**src/pkg/tuc_params.svh**
```systemverilog
/*
 * Offsets, field positions and reset values of the timer
 * update-control register slice.
 * Assumes word-aligned AHB-Lite access: byte address = 4 * register index.
 */
`ifndef TUC_PARAMS_SVH
`define TUC_PARAMS_SVH

// Register indices (byte address is four times the index)
`define TUC_IDX_ENABLE_CTRL      8'h00
`define TUC_IDX_MODE_CTRL        8'h01
`define TUC_IDX_OUTPUT_VALUE     8'h02
`define TUC_IDX_SPLIT_MODE       8'h03
`define TUC_IDX_UPD_DIR_CLR      8'h04
`define TUC_IDX_UPD_DIR_SET      8'h05
`define TUC_IDX_BUF_VALID_CLR    8'h06
`define TUC_IDX_BUF_VALID_SET    8'h07
`define TUC_IDX_ACTIVE_PERIOD    8'h26
`define TUC_IDX_ACTIVE_CMP0      8'h28
`define TUC_IDX_ACTIVE_CMP1      8'h2A
`define TUC_IDX_ACTIVE_CMP2      8'h2C
`define TUC_IDX_PERIOD_BUF       8'h36
`define TUC_IDX_CMP0_BUF         8'h38
`define TUC_IDX_CMP1_BUF         8'h3A
`define TUC_IDX_CMP2_BUF         8'h3C

// Field positions
`define TUC_BIT_ENABLE           0
`define TUC_BIT_SPLIT            0
`define TUC_BIT_DIR              0
`define TUC_BIT_LOCK             1
`define TUC_POS_CMD_LO           2
`define TUC_POS_CMD_HI           3
`define TUC_BIT_AUTO_LOCK        3
`define TUC_POS_WGMODE_HI        2
`define TUC_POS_CMPEN_LO         4
`define TUC_POS_CMPEN_HI         6

// Reset values
`define TUC_RST_CTRL             8'h00
`define TUC_RST_PERIOD           16'hFFFF
`define TUC_RST_CMP              16'h0000

`endif

```
**src/pkg/tuc_pkg.sv**
```systemverilog
/*
 * Types of the timer update-control register slice.
 * Assumes tuc_params.svh supplies the numeric constants.
 */
package tuc_pkg;

    typedef enum logic [1:0] {
        TUC_CMD_NONE    = 2'h0,
        TUC_CMD_UPDATE  = 2'h1,
        TUC_CMD_RESTART = 2'h2,
        TUC_CMD_RESET   = 2'h3
    } tuc_cmd_t;

    typedef enum logic [2:0] {
        TUC_ST_IDLE = 3'h0,
        TUC_ST_WR   = 3'h1,
        TUC_ST_RD1  = 3'h2,
        TUC_ST_RD2  = 3'h3,
        TUC_ST_RDY  = 3'h4
    } tuc_state_t;

endpackage : tuc_pkg

```
**src/rtl/tuc_buf_mem.sv**
```systemverilog
/*
 * Buffer store for the period and compare buffer words.
 * Assumes one write and one read per cycle; read data is registered, and the
 * whole content is also visible for the parallel copy on UPDATE.
 */
`timescale 1ns/1ps
`include "tuc_params.svh"

module tuc_buf_mem #(
    parameter int WIDTH = 16,
    parameter int DEPTH = 4,
    parameter int AW = 2
) (
    input wire logic hclk,
    input wire logic hresetn,
    input wire logic we,
    input wire logic [AW-1:0] waddr,
    input wire logic [WIDTH-1:0] wdata,
    input wire logic [AW-1:0] raddr,
    output logic [WIDTH-1:0] rdata,
    output logic [DEPTH*WIDTH-1:0] all_q
);

    logic [WIDTH-1:0] mem_reg [DEPTH];
    logic [WIDTH-1:0] mem_next [DEPTH];
    logic [WIDTH-1:0] rdata_next;

    always_comb begin
        for (int i = 0; i < DEPTH; i++) begin
            mem_next[i] = mem_reg[i];
        end
        if (we) begin
            mem_next[waddr] = wdata;
        end
        rdata_next = mem_reg[raddr];
    end

    always_ff @(posedge hclk or negedge hresetn) begin
        if (!hresetn) begin
            for (int i = 0; i < DEPTH; i++) begin
                mem_reg[i] <= '0;
            end
            rdata <= '0;
        end else begin
            for (int i = 0; i < DEPTH; i++) begin
                mem_reg[i] <= mem_next[i];
            end
            rdata <= rdata_next;
        end
    end

    always_comb begin
        for (int i = 0; i < DEPTH; i++) begin
            all_q[i*WIDTH +: WIDTH] = mem_reg[i];
        end
    end

endmodule : tuc_buf_mem

```
**src/rtl/tuc_regs.sv**
```systemverilog
/*
 * Control and status register slice of a 16-bit timer: output override,
 * split mode, command/lock/direction set-clear pair, buffer-valid set-clear
 * pair, buffered period/compare words and their active copies.
 * Assumes an AHB-Lite master with this module as the only slave, and a timer
 * core on the same clock giving UPDATE and direction pulses.
 */
`timescale 1ns/1ps
`include "tuc_params.svh"

////////////////////////////////////////////////////////////////////////////////
// Contract
// - Disabled timer: override bits drive waveform outputs
// - Split bit selects two 8-bit counters
// - Clear register: ones clear, zeros keep
// - Set register: ones set, zeros keep
// - Set and clear addresses read same bits
// - Command field: update, restart, reset-if-disabled
// - Command field always reads zero
// - Lock blocks buffer loads on UPDATE
// - Direction bit: zero up, one down
// - Hardware and software both steer direction
// - Compare buffer write sets its valid flag
// - Period buffer write sets its valid flag
// - Unlocked UPDATE clears all buffer valid flags except one written that cycle
// - Unlocked UPDATE copies valid buffers to active
// - Auto-lock holds lock until enabled buffers valid
module tuc_regs (
    input wire logic hclk,
    input wire logic hresetn,
    input wire logic hsel,
    input wire logic [31:0] haddr,
    input wire logic [1:0] htrans,
    input wire logic hwrite,
    input wire logic [2:0] hsize,
    input wire logic [31:0] hwdata,
    input wire logic hready,
    output logic [31:0] hrdata,
    output logic hreadyout,
    output logic hresp,
    input wire logic update_event,
    input wire logic hw_dir_up,
    input wire logic hw_dir_down,
    output logic timer_enable,
    output logic [2:0] wgmode,
    output logic [2:0] compare_enable,
    output logic split_mode_enable,
    output logic count_down,
    output logic [2:0] wg_out,
    output logic wg_out_forced,
    output logic update_pulse,
    output logic restart_pulse,
    output logic hard_reset_pulse,
    output logic [15:0] active_period,
    output logic [47:0] active_compare
);

    ////////////////////////////////////////////////////////////////////////////
    // Declarations

    tuc_pkg::tuc_state_t state_reg, state_next;
    logic [7:0] idx_reg, idx_next;
    logic [31:0] hrdata_next;
    logic hreadyout_next;
    logic enable_reg, enable_next;
    logic [6:0] mode_reg, mode_next;
    logic [2:0] cov_reg, cov_next;
    logic split_reg, split_next;
    logic lock_reg, lock_next;
    logic dir_reg, dir_next;
    logic [3:0] bv_reg, bv_next;
    logic upd_reg, upd_next;
    logic rst_reg, rst_next;
    logic hrst_reg, hrst_next;
    logic [2:0] wg_reg, wg_next;
    logic forced_reg, forced_next;
    logic [15:0] act_reg [4];
    logic [15:0] act_next [4];
    logic accept;
    logic wr_now;
    logic [31:0] wdat;
    logic mem_we;
    logic [1:0] mem_waddr;
    logic [1:0] mem_raddr;
    logic [15:0] mem_rdata;
    logic [63:0] mem_q;
    logic do_update;
    logic [1:0] cmd;
    logic [2:0] enabled_cmp;

    // Buffer slot of an index, valid only when is_buf says so
    function automatic logic is_buf(input logic [7:0] idx);
        is_buf = (idx == `TUC_IDX_PERIOD_BUF) || (idx == `TUC_IDX_CMP0_BUF) ||
                 (idx == `TUC_IDX_CMP1_BUF) || (idx == `TUC_IDX_CMP2_BUF);
    endfunction : is_buf

    function automatic logic [1:0] buf_slot(input logic [7:0] idx);
        logic [7:0] rel;
        rel = idx - `TUC_IDX_PERIOD_BUF;
        buf_slot = rel[2:1];
    endfunction : buf_slot

    ////////////////////////////////////////////////////////////////////////////
    // Buffer store

    tuc_buf_mem #(
        .WIDTH(16),
        .DEPTH(4),
        .AW(2)
    ) u_buf (
        .hclk(hclk),
        .hresetn(hresetn),
        .we(mem_we),
        .waddr(mem_waddr),
        .wdata(wdat[15:0]),
        .raddr(mem_raddr),
        .rdata(mem_rdata),
        .all_q(mem_q)
    );

    ////////////////////////////////////////////////////////////////////////////
    // AHB-Lite slave: writes take no wait state, reads take two

    assign accept = hsel && htrans[1] && hready;
    assign wr_now = (state_reg == tuc_pkg::TUC_ST_WR);
    assign wdat = hwdata;
    assign mem_we = wr_now && is_buf(idx_reg);
    assign mem_waddr = buf_slot(idx_reg);
    assign mem_raddr = buf_slot(idx_reg);

    always_comb begin
        state_next = state_reg;
        idx_next = idx_reg;
        hrdata_next = hrdata;
        unique case (state_reg)
            tuc_pkg::TUC_ST_RD1: state_next = tuc_pkg::TUC_ST_RD2;
            tuc_pkg::TUC_ST_RD2: begin
                state_next = tuc_pkg::TUC_ST_RDY;
                hrdata_next = '0;
                if (is_buf(idx_reg)) begin
                    hrdata_next[15:0] = mem_rdata;
                end else begin
                    unique case (idx_reg)
                        `TUC_IDX_ENABLE_CTRL: hrdata_next[0] = enable_reg;
                        `TUC_IDX_MODE_CTRL: hrdata_next[6:0] = mode_reg;
                        `TUC_IDX_OUTPUT_VALUE: hrdata_next[2:0] = cov_reg;
                        `TUC_IDX_SPLIT_MODE: hrdata_next[0] = split_reg;
                        // Command bits read zero on both addresses
                        `TUC_IDX_UPD_DIR_CLR,
                        `TUC_IDX_UPD_DIR_SET: hrdata_next[1:0] = {lock_reg, dir_reg};
                        `TUC_IDX_BUF_VALID_CLR,
                        `TUC_IDX_BUF_VALID_SET: hrdata_next[3:0] = bv_reg;
                        `TUC_IDX_ACTIVE_PERIOD: hrdata_next[15:0] = act_reg[0];
                        `TUC_IDX_ACTIVE_CMP0: hrdata_next[15:0] = act_reg[1];
                        `TUC_IDX_ACTIVE_CMP1: hrdata_next[15:0] = act_reg[2];
                        `TUC_IDX_ACTIVE_CMP2: hrdata_next[15:0] = act_reg[3];
                        default: hrdata_next = '0;
                    endcase
                end
            end
            tuc_pkg::TUC_ST_IDLE,
            tuc_pkg::TUC_ST_WR,
            tuc_pkg::TUC_ST_RDY: begin
                state_next = tuc_pkg::TUC_ST_IDLE;
                if (accept) begin
                    idx_next = haddr[9:2];
                    state_next = hwrite ? tuc_pkg::TUC_ST_WR : tuc_pkg::TUC_ST_RD1;
                end
            end
            default: state_next = tuc_pkg::TUC_ST_IDLE;
        endcase
        hreadyout_next = !((state_next == tuc_pkg::TUC_ST_RD1) ||
                           (state_next == tuc_pkg::TUC_ST_RD2));
    end

    ////////////////////////////////////////////////////////////////////////////
    // Control and status next values

    assign cmd = (wr_now && ((idx_reg == `TUC_IDX_UPD_DIR_CLR) ||
                             (idx_reg == `TUC_IDX_UPD_DIR_SET))) ?
                 wdat[`TUC_POS_CMD_HI:`TUC_POS_CMD_LO] : tuc_pkg::TUC_CMD_NONE;
    assign do_update = (update_event || (cmd == tuc_pkg::TUC_CMD_UPDATE)) && !lock_reg;
    assign enabled_cmp = mode_reg[`TUC_POS_CMPEN_HI:`TUC_POS_CMPEN_LO];

    always_comb begin
        enable_next = enable_reg;
        mode_next = mode_reg;
        cov_next = cov_reg;
        split_next = split_reg;
        lock_next = lock_reg;
        dir_next = dir_reg;
        bv_next = bv_reg;
        for (int i = 0; i < 4; i++) begin
            act_next[i] = act_reg[i];
        end
        // Hardware effects first; software writes below override them
        if (hw_dir_up) begin
            dir_next = 1'b0;
        end
        if (hw_dir_down) begin
            dir_next = 1'b1;
        end
        if (do_update) begin
            for (int i = 0; i < 4; i++) begin
                if (bv_reg[i]) begin
                    act_next[i] = mem_q[i*16 +: 16];
                end
            end
            bv_next = 4'h0;
        end
        if (mode_reg[`TUC_BIT_AUTO_LOCK]) begin
            if (do_update) begin
                lock_next = 1'b1;
            end else if (lock_reg && ((bv_reg[3:1] & enabled_cmp) == enabled_cmp)) begin
                lock_next = 1'b0;
            end
        end
        // A buffer write sets its flag even in an UPDATE cycle
        if (mem_we) begin
            bv_next[mem_waddr] = 1'b1;
        end
        if (wr_now) begin
            unique case (idx_reg)
                `TUC_IDX_ENABLE_CTRL: enable_next = wdat[`TUC_BIT_ENABLE];
                `TUC_IDX_MODE_CTRL: begin
                    mode_next = wdat[6:0];
                    if (wdat[`TUC_BIT_AUTO_LOCK]) begin
                        lock_next = 1'b1;
                    end
                end
                `TUC_IDX_OUTPUT_VALUE: cov_next = wdat[2:0];
                `TUC_IDX_SPLIT_MODE: split_next = wdat[`TUC_BIT_SPLIT];
                `TUC_IDX_UPD_DIR_CLR: begin
                    lock_next = lock_next & ~wdat[`TUC_BIT_LOCK];
                    dir_next = dir_next & ~wdat[`TUC_BIT_DIR];
                end
                `TUC_IDX_UPD_DIR_SET: begin
                    lock_next = lock_next | wdat[`TUC_BIT_LOCK];
                    dir_next = dir_next | wdat[`TUC_BIT_DIR];
                end
                `TUC_IDX_BUF_VALID_CLR: bv_next = bv_next & ~wdat[3:0];
                `TUC_IDX_BUF_VALID_SET: bv_next = bv_next | wdat[3:0];
                default: ;
            endcase
        end
        upd_next = do_update;
        rst_next = (cmd == tuc_pkg::TUC_CMD_RESTART);
        hrst_next = (cmd == tuc_pkg::TUC_CMD_RESET) && !enable_reg;
        // Outputs follow the override bits only while counting is stopped
        forced_next = !enable_next;
        wg_next = enable_next ? wg_reg : cov_next;
    end

    ////////////////////////////////////////////////////////////////////////////
    // Registers

    always_ff @(posedge hclk or negedge hresetn) begin
        if (!hresetn) begin
            state_reg <= tuc_pkg::TUC_ST_IDLE;
            idx_reg <= 8'h00;
            hrdata <= 32'h00000000;
            hreadyout <= 1'b1;
            hresp <= 1'b0;
            enable_reg <= 1'b0;
            mode_reg <= 7'h00;
            cov_reg <= 3'h0;
            split_reg <= 1'b0;
            lock_reg <= 1'b0;
            dir_reg <= 1'b0;
            bv_reg <= 4'h0;
            upd_reg <= 1'b0;
            rst_reg <= 1'b0;
            hrst_reg <= 1'b0;
            wg_reg <= 3'h0;
            forced_reg <= 1'b1;
            act_reg[0] <= `TUC_RST_PERIOD;
            for (int i = 1; i < 4; i++) begin
                act_reg[i] <= `TUC_RST_CMP;
            end
        end else begin
            state_reg <= state_next;
            idx_reg <= idx_next;
            hrdata <= hrdata_next;
            hreadyout <= hreadyout_next;
            hresp <= 1'b0;
            enable_reg <= enable_next;
            mode_reg <= mode_next;
            cov_reg <= cov_next;
            split_reg <= split_next;
            lock_reg <= lock_next;
            dir_reg <= dir_next;
            bv_reg <= bv_next;
            upd_reg <= upd_next;
            rst_reg <= rst_next;
            hrst_reg <= hrst_next;
            wg_reg <= wg_next;
            forced_reg <= forced_next;
            for (int i = 0; i < 4; i++) begin
                act_reg[i] <= act_next[i];
            end
        end
    end

    ////////////////////////////////////////////////////////////////////////////
    // Outputs (all straight from flops)

    assign timer_enable = enable_reg;
    assign wgmode = mode_reg[`TUC_POS_WGMODE_HI:0];
    assign compare_enable = enabled_cmp;
    assign split_mode_enable = split_reg;
    assign count_down = dir_reg;
    assign wg_out = wg_reg;
    assign wg_out_forced = forced_reg;
    assign update_pulse = upd_reg;
    assign restart_pulse = rst_reg;
    assign hard_reset_pulse = hrst_reg;
    assign active_period = act_reg[0];
    assign active_compare = {act_reg[3], act_reg[2], act_reg[1]};

endmodule : tuc_regs

```
**config.mk**
```make
export PLATFORM = sky130hd
export DESIGN_NAME = tuc_regs
export DESIGN_NICKNAME = d
export VERILOG_FILES = /design/src/pkg/tuc_pkg.sv /design/src/rtl/tuc_buf_mem.sv /design/src/rtl/tuc_regs.sv
export VERILOG_INCLUDE_DIRS = /design/src /design/src/pkg
export SDC_FILE = /design/constraint.sdc
export NUM_CORES = 1
export LEC_CHECK = 0
export CAP_MARGIN = 20
export CORE_MARGIN = 2
export CORE_UTILIZATION = 25
export DETAILED_ROUTE_END_ITERATION = 6
export DONT_BUFFER_PORTS = 1
export HOLD_SLACK_MARGIN = 0.03
export PLACE_DENSITY = 0.51
export SLEW_MARGIN = 20
export SYNTH_ARGS = -nofsm -noshare
export SYNTH_HDL_FRONTEND = slang
export SYNTH_SLANG_ARGS = --single-unit
```
**constraint.sdc**
```tcl
create_clock -name hclk -period 2.06 [get_ports hclk]
set_input_delay 0.412 -clock hclk [delete_from_list [all_inputs] [get_ports hclk]]
set_output_delay 0.412 -clock hclk [all_outputs]
set_load 0.02 [all_outputs]
```
Word level (Yosys, flattened, before mapping)
Index checks and enable logic that the tools add are counted.
{ "totals": {"ff_bits": 197, "in_bits": 77, "output_inout_bits": 114, "wordCells": 135} }
{ "op_classes": {"addsub": 1, "magnitude_cmp": 4, "n_eq_ne": 25, "mux": 37, "bitwise_logic": 12, "n_reduce_logical": 31} }
{ "ops": {"columns": ["cell", "count"], "rows": [
  ["$bwmux W64", 1],
  ["$eq A8 B6 Y1 const B", 8],
  ["$mux W16", 4],
  ["$pmux W9 S4", 1],
  ["$bmux W16 S2", 1],
  ["$demux W16 S2", 1],
  ["$eq A8 B3 Y1 const B", 4],
  ["$eq A8 B2 Y1 const B", 2],
  ["$pmux W3 S5", 1],
  ["$reduce_and A2 Y1", 7],
  ["$eq A3 B2 Y1 const B", 4],
  ["$mux W4", 3],
  ["$mux W1", 11],
  ["$pmux W1 S10", 1],
  ["$logic_and A1 B1 Y1", 9],
  ["$pmux W3 S3", 1],
  ["$eq A8 B1 Y1 const B", 1],
  ["$logic_not A8 Y1", 1],
  ["$or A4 B4 Y4", 2],
  ["$pmux W1 S8", 1],
  ["$pmux W4 S2", 1],
  ["$pmux W1 S7", 1],
  ["$logic_or A1 B1 Y1", 6],
  ["$mux W2", 3],
  ["other kinds (26)", 35]
]} }

Logic depth before layout (Yosys ltp)
{ "depth": {"ltp_word": 13, "ltp_mapped": 8, "ltp_nobuf": 6} }

Modules after synthesis
From an unflattened synthesis, not the netlist that was laid out.
{ "hier_totals": {"hier_cells": 621, "hier_area_um2": 8765.9} }
{ "modules_own_cells": {"columns": ["mod", "instances", "cells_per_inst", "area_each_um2", "seq_area_each_um2"], "rows": [
  ["tuc_regs", 1, 449, 5572.8, 2950.3],
  ["tuc_buf_mem", 1, 172, 3193.1, 2001.9]
]} }

Worst setup path after synthesis
OpenSTA, ideal clock, no wires.
{ "synth_timing": {"path_type": "register to register", "start": "reg idx_reg[5]", "end": "reg act_reg (netlist bit active_compare[10])", "setup_time_ns": 0.125, "arrival_ns": 1.906, "required_ns": 1.935, "setup_slack_ns": 0.029, "stages_incl_launch_ff": 9, "n_path_buf": 2, "synth_period_minus_slack_ns": 2.031, "path_cell_list": "dfrtp_1 -> nor4_4 -> and4_1 -> buf_6 -> a21oi_4 -> inv_6 -> nand2_4 -> buf_12 -> mux2_4"} }
{ "synth_via": {"elab_chain_cells": 8, "word_cells_on_any_way": 9, "classes_between": "eq/ne (3); mux (1); reduce/logical (5)"} }
{ "synth_rtl": {"columns": ["item", "line_no", "text"], "rows": [
  ["start: declaration", "tuc_regs.sv:62", "logic [7:0] idx_reg, idx_next;"],
  ["start signal: assignment", "tuc_regs.sv:282", "idx_reg <= idx_next;"],
  ["$eq A8 B3 Y1", null, null],
  ["$logic_or A1 B1 Y1 *", "tuc_regs.sv:179", "assign cmd = (wr_now && ((idx_reg == `TUC_IDX_UPD_DIR_CLR) ||"],
  ["$logic_and A1 B1 Y1 *", "tuc_regs.sv:179", null],
  ["$mux W2 *", "tuc_regs.sv:179", null],
  ["$eq A2 B1 Y1 *", "tuc_regs.sv:182", "assign do_update = (update_event || (cmd == tuc_pkg::TUC_CMD_UPDATE)) && !lock_reg;"],
  ["$logic_or A1 B1 Y1 *", "tuc_regs.sv:182", null],
  ["$logic_and A1 B1 Y1 *", "tuc_regs.sv:182", null],
  ["net do_update", "tuc_regs.sv:87", "logic do_update;"],
  ["$reduce_and A2 Y1 (no source line) *", null, null],
  ["end signal: indexed assignment", "tuc_regs.sv:278", "act_reg[i] <= `TUC_RST_CMP;"],
  ["end signal: indexed assignment", "tuc_regs.sv:299", "act_reg[i] <= act_next[i];"],
  ["end: declaration", "tuc_regs.sv:77", "logic [15:0] act_reg [4];"]
]} }
The timed path passes the listed nets; every way through them passes the cells marked *.
A chain may end at the register's enable or synchronous reset.

Worst setup path in the final report
{ "layout_timing": {"start": "reg idx_reg[1]", "end": "reg hrdata[3]"} }
{ "layout_via": {"elab_chain_cells": 5, "word_cells_on_any_way": 17, "classes_between": "eq/ne (11); mux (2); reduce/logical (4)"} }
{ "layout_rtl": {"columns": ["item", "line_no", "text"], "rows": [
  ["branches (longest 4 deep; another with $eq A8 B3 Y1)", null, null],
  ["$mux W16 *", "tuc_regs.sv:140", "if (is_buf(idx_reg)) begin"],
  ["end signal: assignment", "tuc_regs.sv:283", "hrdata <= hrdata_next;"],
  ["end: declaration", "tuc_regs.sv:38", "output logic [31:0] hrdata,"]
]} }
Mark *: on every way between the ends.

==> flow_metrics.env <==
export IMPL_grt_pass1_vias=5668
export IMPL_outcome="finished with violations"
export IMPL_drt_first_iter_violations=411
export IMPL_critical_path_endpoint_type="register"
export IMPL_placed_cell_area_um2=9960
export IMPL_ff2ff_path_depth=6
export IMPL_worst_r2r_startpoint="idx_reg[1]"
export IMPL_violations="hold timing"
export IMPL_finalSetupViolations=0
export IMPL_hold_buffers=1
export IMPL_pin_count_of_the_biggest_net_entering_global_routing=198
export IMPL_met2WireLength_um=12700
export IMPL_muxShareOfSynthArea=0.266
export IMPL_postSynthRegisterBits=197
export IMPL_yosysWarningCount=0
export IMPL_wl_met1_um=11400
export IMPL_timing_hold_violations_final=191
export IMPL_cts_tree="done"
export IMPL_power_frac_comb=0.258
export IMPL_crit_path_start_kind="register"
export IMPL_cellInternalPower_uw=9070
export IMPL_final_cell_mix="sky130_fd_sc_hd__dfrtp_1 (174), sky130_fd_sc_hd__mux2_2 (122), sky130_fd_sc_hd__buf_4 (48)"
export IMPL_yosys_cell_types_count=65
export IMPL_cts_root_buf="sky130_fd_sc_hd__clkbuf_16"
export IMPL_grt_remaining_overflow=0
export IMPL_core_area_um2=35600
export IMPL_worst_setup_timing_slack_at_the_placement_stage_ns=-0.0598
export IMPL_ys_seq_area_frac=0.548
export IMPL_final_layout_size_suffix_gt1_frac=0.468
export IMPL_cts_htree_levels=4
export IMPL_grt_setup_unrepaired="true"
export IMPL_final_area_um2=10600
export IMPL_synthAdderAreaFrac=0.00553
export IMPL_dr_total_vias=5383
export IMPL_ys_dominant_reg_cell="sky130_fd_sc_hd__dfrtp_1"
export IMPL_worst_endpoint_required_ns=2.35
export IMPL_fmax_mhz=495
export IMPL_fin_ws_ns=0.0414
export IMPL_place_congestion=0.760
export IMPL_fraction_of_power_spent_switching_nets=0.372
export IMPL_synth_cells=635
export IMPL_chipWidth_um=194
export IMPL_route_top_layer_used="met4"
export IMPL_worstSetupPathType="register to register"
export IMPL_clk_insertion_delay_late_ns=0.44
export IMPL_critPathMaxFanout=9
export IMPL_buffer_ports_inserted=0
export IMPL_power_density_cells_nw_per_um2=1360
export IMPL_clkSinkCount=197
export IMPL_post_dp_hpwl_um=19300
export IMPL_dr_pass1_iters=5
export IMPL_grt_first_pass_wirelength_um=39300
export IMPL_main_combinational_cell_family_by_area_after_synthesis="multiplexers"
export IMPL_gr_usage_all_layers=0.142
export IMPL_die_height_um=194
export IMPL_holdWs_ns=-0.324
export IMPL_total_leakage_power_uw=0.00469
export IMPL_avgRoutedWirePerCell_um=23.0
export IMPL_layout_commonest_cell="sky130_fd_sc_hd__dfrtp_1"
export IMPL_placement_rows=69
export IMPL_synthesis_area_um2=9040
export IMPL_fp_dieArea_um2=37700
export IMPL_clockBufferDepth=2
export IMPL_via_per_inst=4.68
export IMPL_netSwitchingPower_uw=5370
export IMPL_worst_setup_skew_after_layout_ns=0.0108
export IMPL_largest_reg_flops=64
export IMPL_synth_compound_gate_area_share=0.0621
export IMPL_synthSimpleGateAreaFrac=0.0685
export IMPL_clkPwrFrac=0.236
export IMPL_number_of_flops_mapped_to_enable_cells_by_yosys=0
export IMPL_worstHoldPathType="input port to asynchronous set/reset pin"
export IMPL_r2r_end="hrdata[3]"
export IMPL_postRouteWirelength_um=26400
export IMPL_grt_antenna_before_repair=0
export IMPL_maximum_ir_drop_on_the_vdd_rail_uv=672
export IMPL_clock_transition_at_path_regs_ns=0.07
export IMPL_sequentialPowerShare=0.506
export IMPL_final_net_count=758
export IMPL_rrSetupSlack_ns=0.04
export IMPL_cts_made_buffers=17
export IMPL_cp_data_arrival_time_ns=2.31
export IMPL_met3WireLength_um=1920
export IMPL_start_util=0.254
export IMPL_min_period_over_period=0.980
export IMPL_diodes=0
export IMPL_finalCriticalPeriod_ns=2.02
export IMPL_yosys_area_share_xor_xnor=0
export IMPL_postSynth_asyncResetShare=1.00
export IMPL_drt_antenna_violating_nets=0
export IMPL_syn_to_final_growth_pct=17.2
export IMPL_syn_mean_instance_area_um2=14.2
export IMPL_maxCapViolCount=0
export IMPL_top_level_ports=191
export IMPL_slew_viol_final=0
export IMPL_route_detailed_drc=0
cell type report:
cell class	instances	area [µm²]
Fill cell	3572	25000
Clock buffer	17	425
Tap cell	461	577
Sequential cell	197	4960
Inverter	9	38.8
Multi-Input combinational cell	387	3740
Clock inverter	15	170
Timing Repair Buffer	65	691
cell families after synthesis:
group / Yosys count
DFF: 197
AOI/OAI and AO/OA: 74
and+or+nand+nor: 107
other: 1
buffers and inverters: 67
muxes: 185
adders and majority gates: 4
power groups by stage:
stage,Combinational [µW],Clock (µW),Sequential (µW)
after CTS,3710,3500,7360
final,3720,3400,7310
after detailed placement,3700,0,7420
after global placement,3650,0,7420
after global routing,4000,3670,7500
after floorplan,2670,0,6740
worst max-delay path, stage by stage, from the launching register on:
cell                        delay (ns)
sky130_fd_sc_hd__dfrtp_2          0.51
sky130_fd_sc_hd__mux2_2           0.39
sky130_fd_sc_hd__a222oi_1         0.26
sky130_fd_sc_hd__nor2_1           0.12
sky130_fd_sc_hd__a2111oi_2        0.37
sky130_fd_sc_hd__buf_4            0.17
sky130_fd_sc_hd__o31ai_1          0.06
stage by stage:
step | hold slack, ns | setup TNS, ns | std cells | total power (µW) | util
2_1_floorplan | 0.116 | 0 | 651 | 9410 | -
3_3_place_gp | 0.122 | -0.139 | 1115 | 11100 | 0.280
3_5_place_dp | 0.123 | -0.0598 | 1115 | 11100 | 0.280
4_1_cts | -0.354 | 0 | 1148 | 14600 | 0.297
5_1_grt | -0.357 | -0.0371 | 1151 | 15200 | 0.298
6_report | -0.324 | 0 | 1151 | 14400 | 0.298
how the worst max path moves through the flow:
stage	start	to	slack (ns)
2_1_floorplan	idx_reg[5]	active_compare[10]	0.03
3_3_place_gp	idx_reg[1]	hrdata[3]	-0.14
3_5_place_dp	idx_reg[1]	hrdata[3]	-0.06
4_1_cts	idx_reg[2]	active_compare[0]	0.00007
5_1_grt	idx_reg[6]	wg_out[2]	-0.02
6_report	idx_reg[1]	hrdata[3]	0.04
Yosys cell counts (12+ instances only):
cell type	instances	area (µm²)
sky130_fd_sc_hd__nor2_1	17	63.8
sky130_fd_sc_hd__a222oi_1	14	140
sky130_fd_sc_hd__mux2_2	122	1370
sky130_fd_sc_hd__dfstp_2	18	473
sky130_fd_sc_hd__buf_4	23	173
sky130_fd_sc_hd__dfrtp_1	179	4480
sky130_fd_sc_hd__clkbuf_1	14	52.6
sky130_fd_sc_hd__o21ai_0	19	95.1
sky130_fd_sc_hd__mux2_4	40	601
sky130_fd_sc_hd__nand2_1	35	131
sky130_fd_sc_hd__buf_2	12	60.1
sky130_fd_sc_hd__mux4_2	16	360
timing repair:
item                       in CTS  in global routing
pin swaps                       0                  2
resized for setup               4                  5
setup endpoints to repair      11                 77
setup buffers                   0                  3
hold endpoints to repair      198                197
gates cloned                    0                  0
layer usage:
layer / global-route usage / vias up
met4: 0.0421 / 0
met1: 0.180 / 2830
met3: 0.0527 / 21
met5: 0 / -
met2: 0.226 / 148
li1: - / 2384
Note: power is estimated with default switching activity, not from simulation.
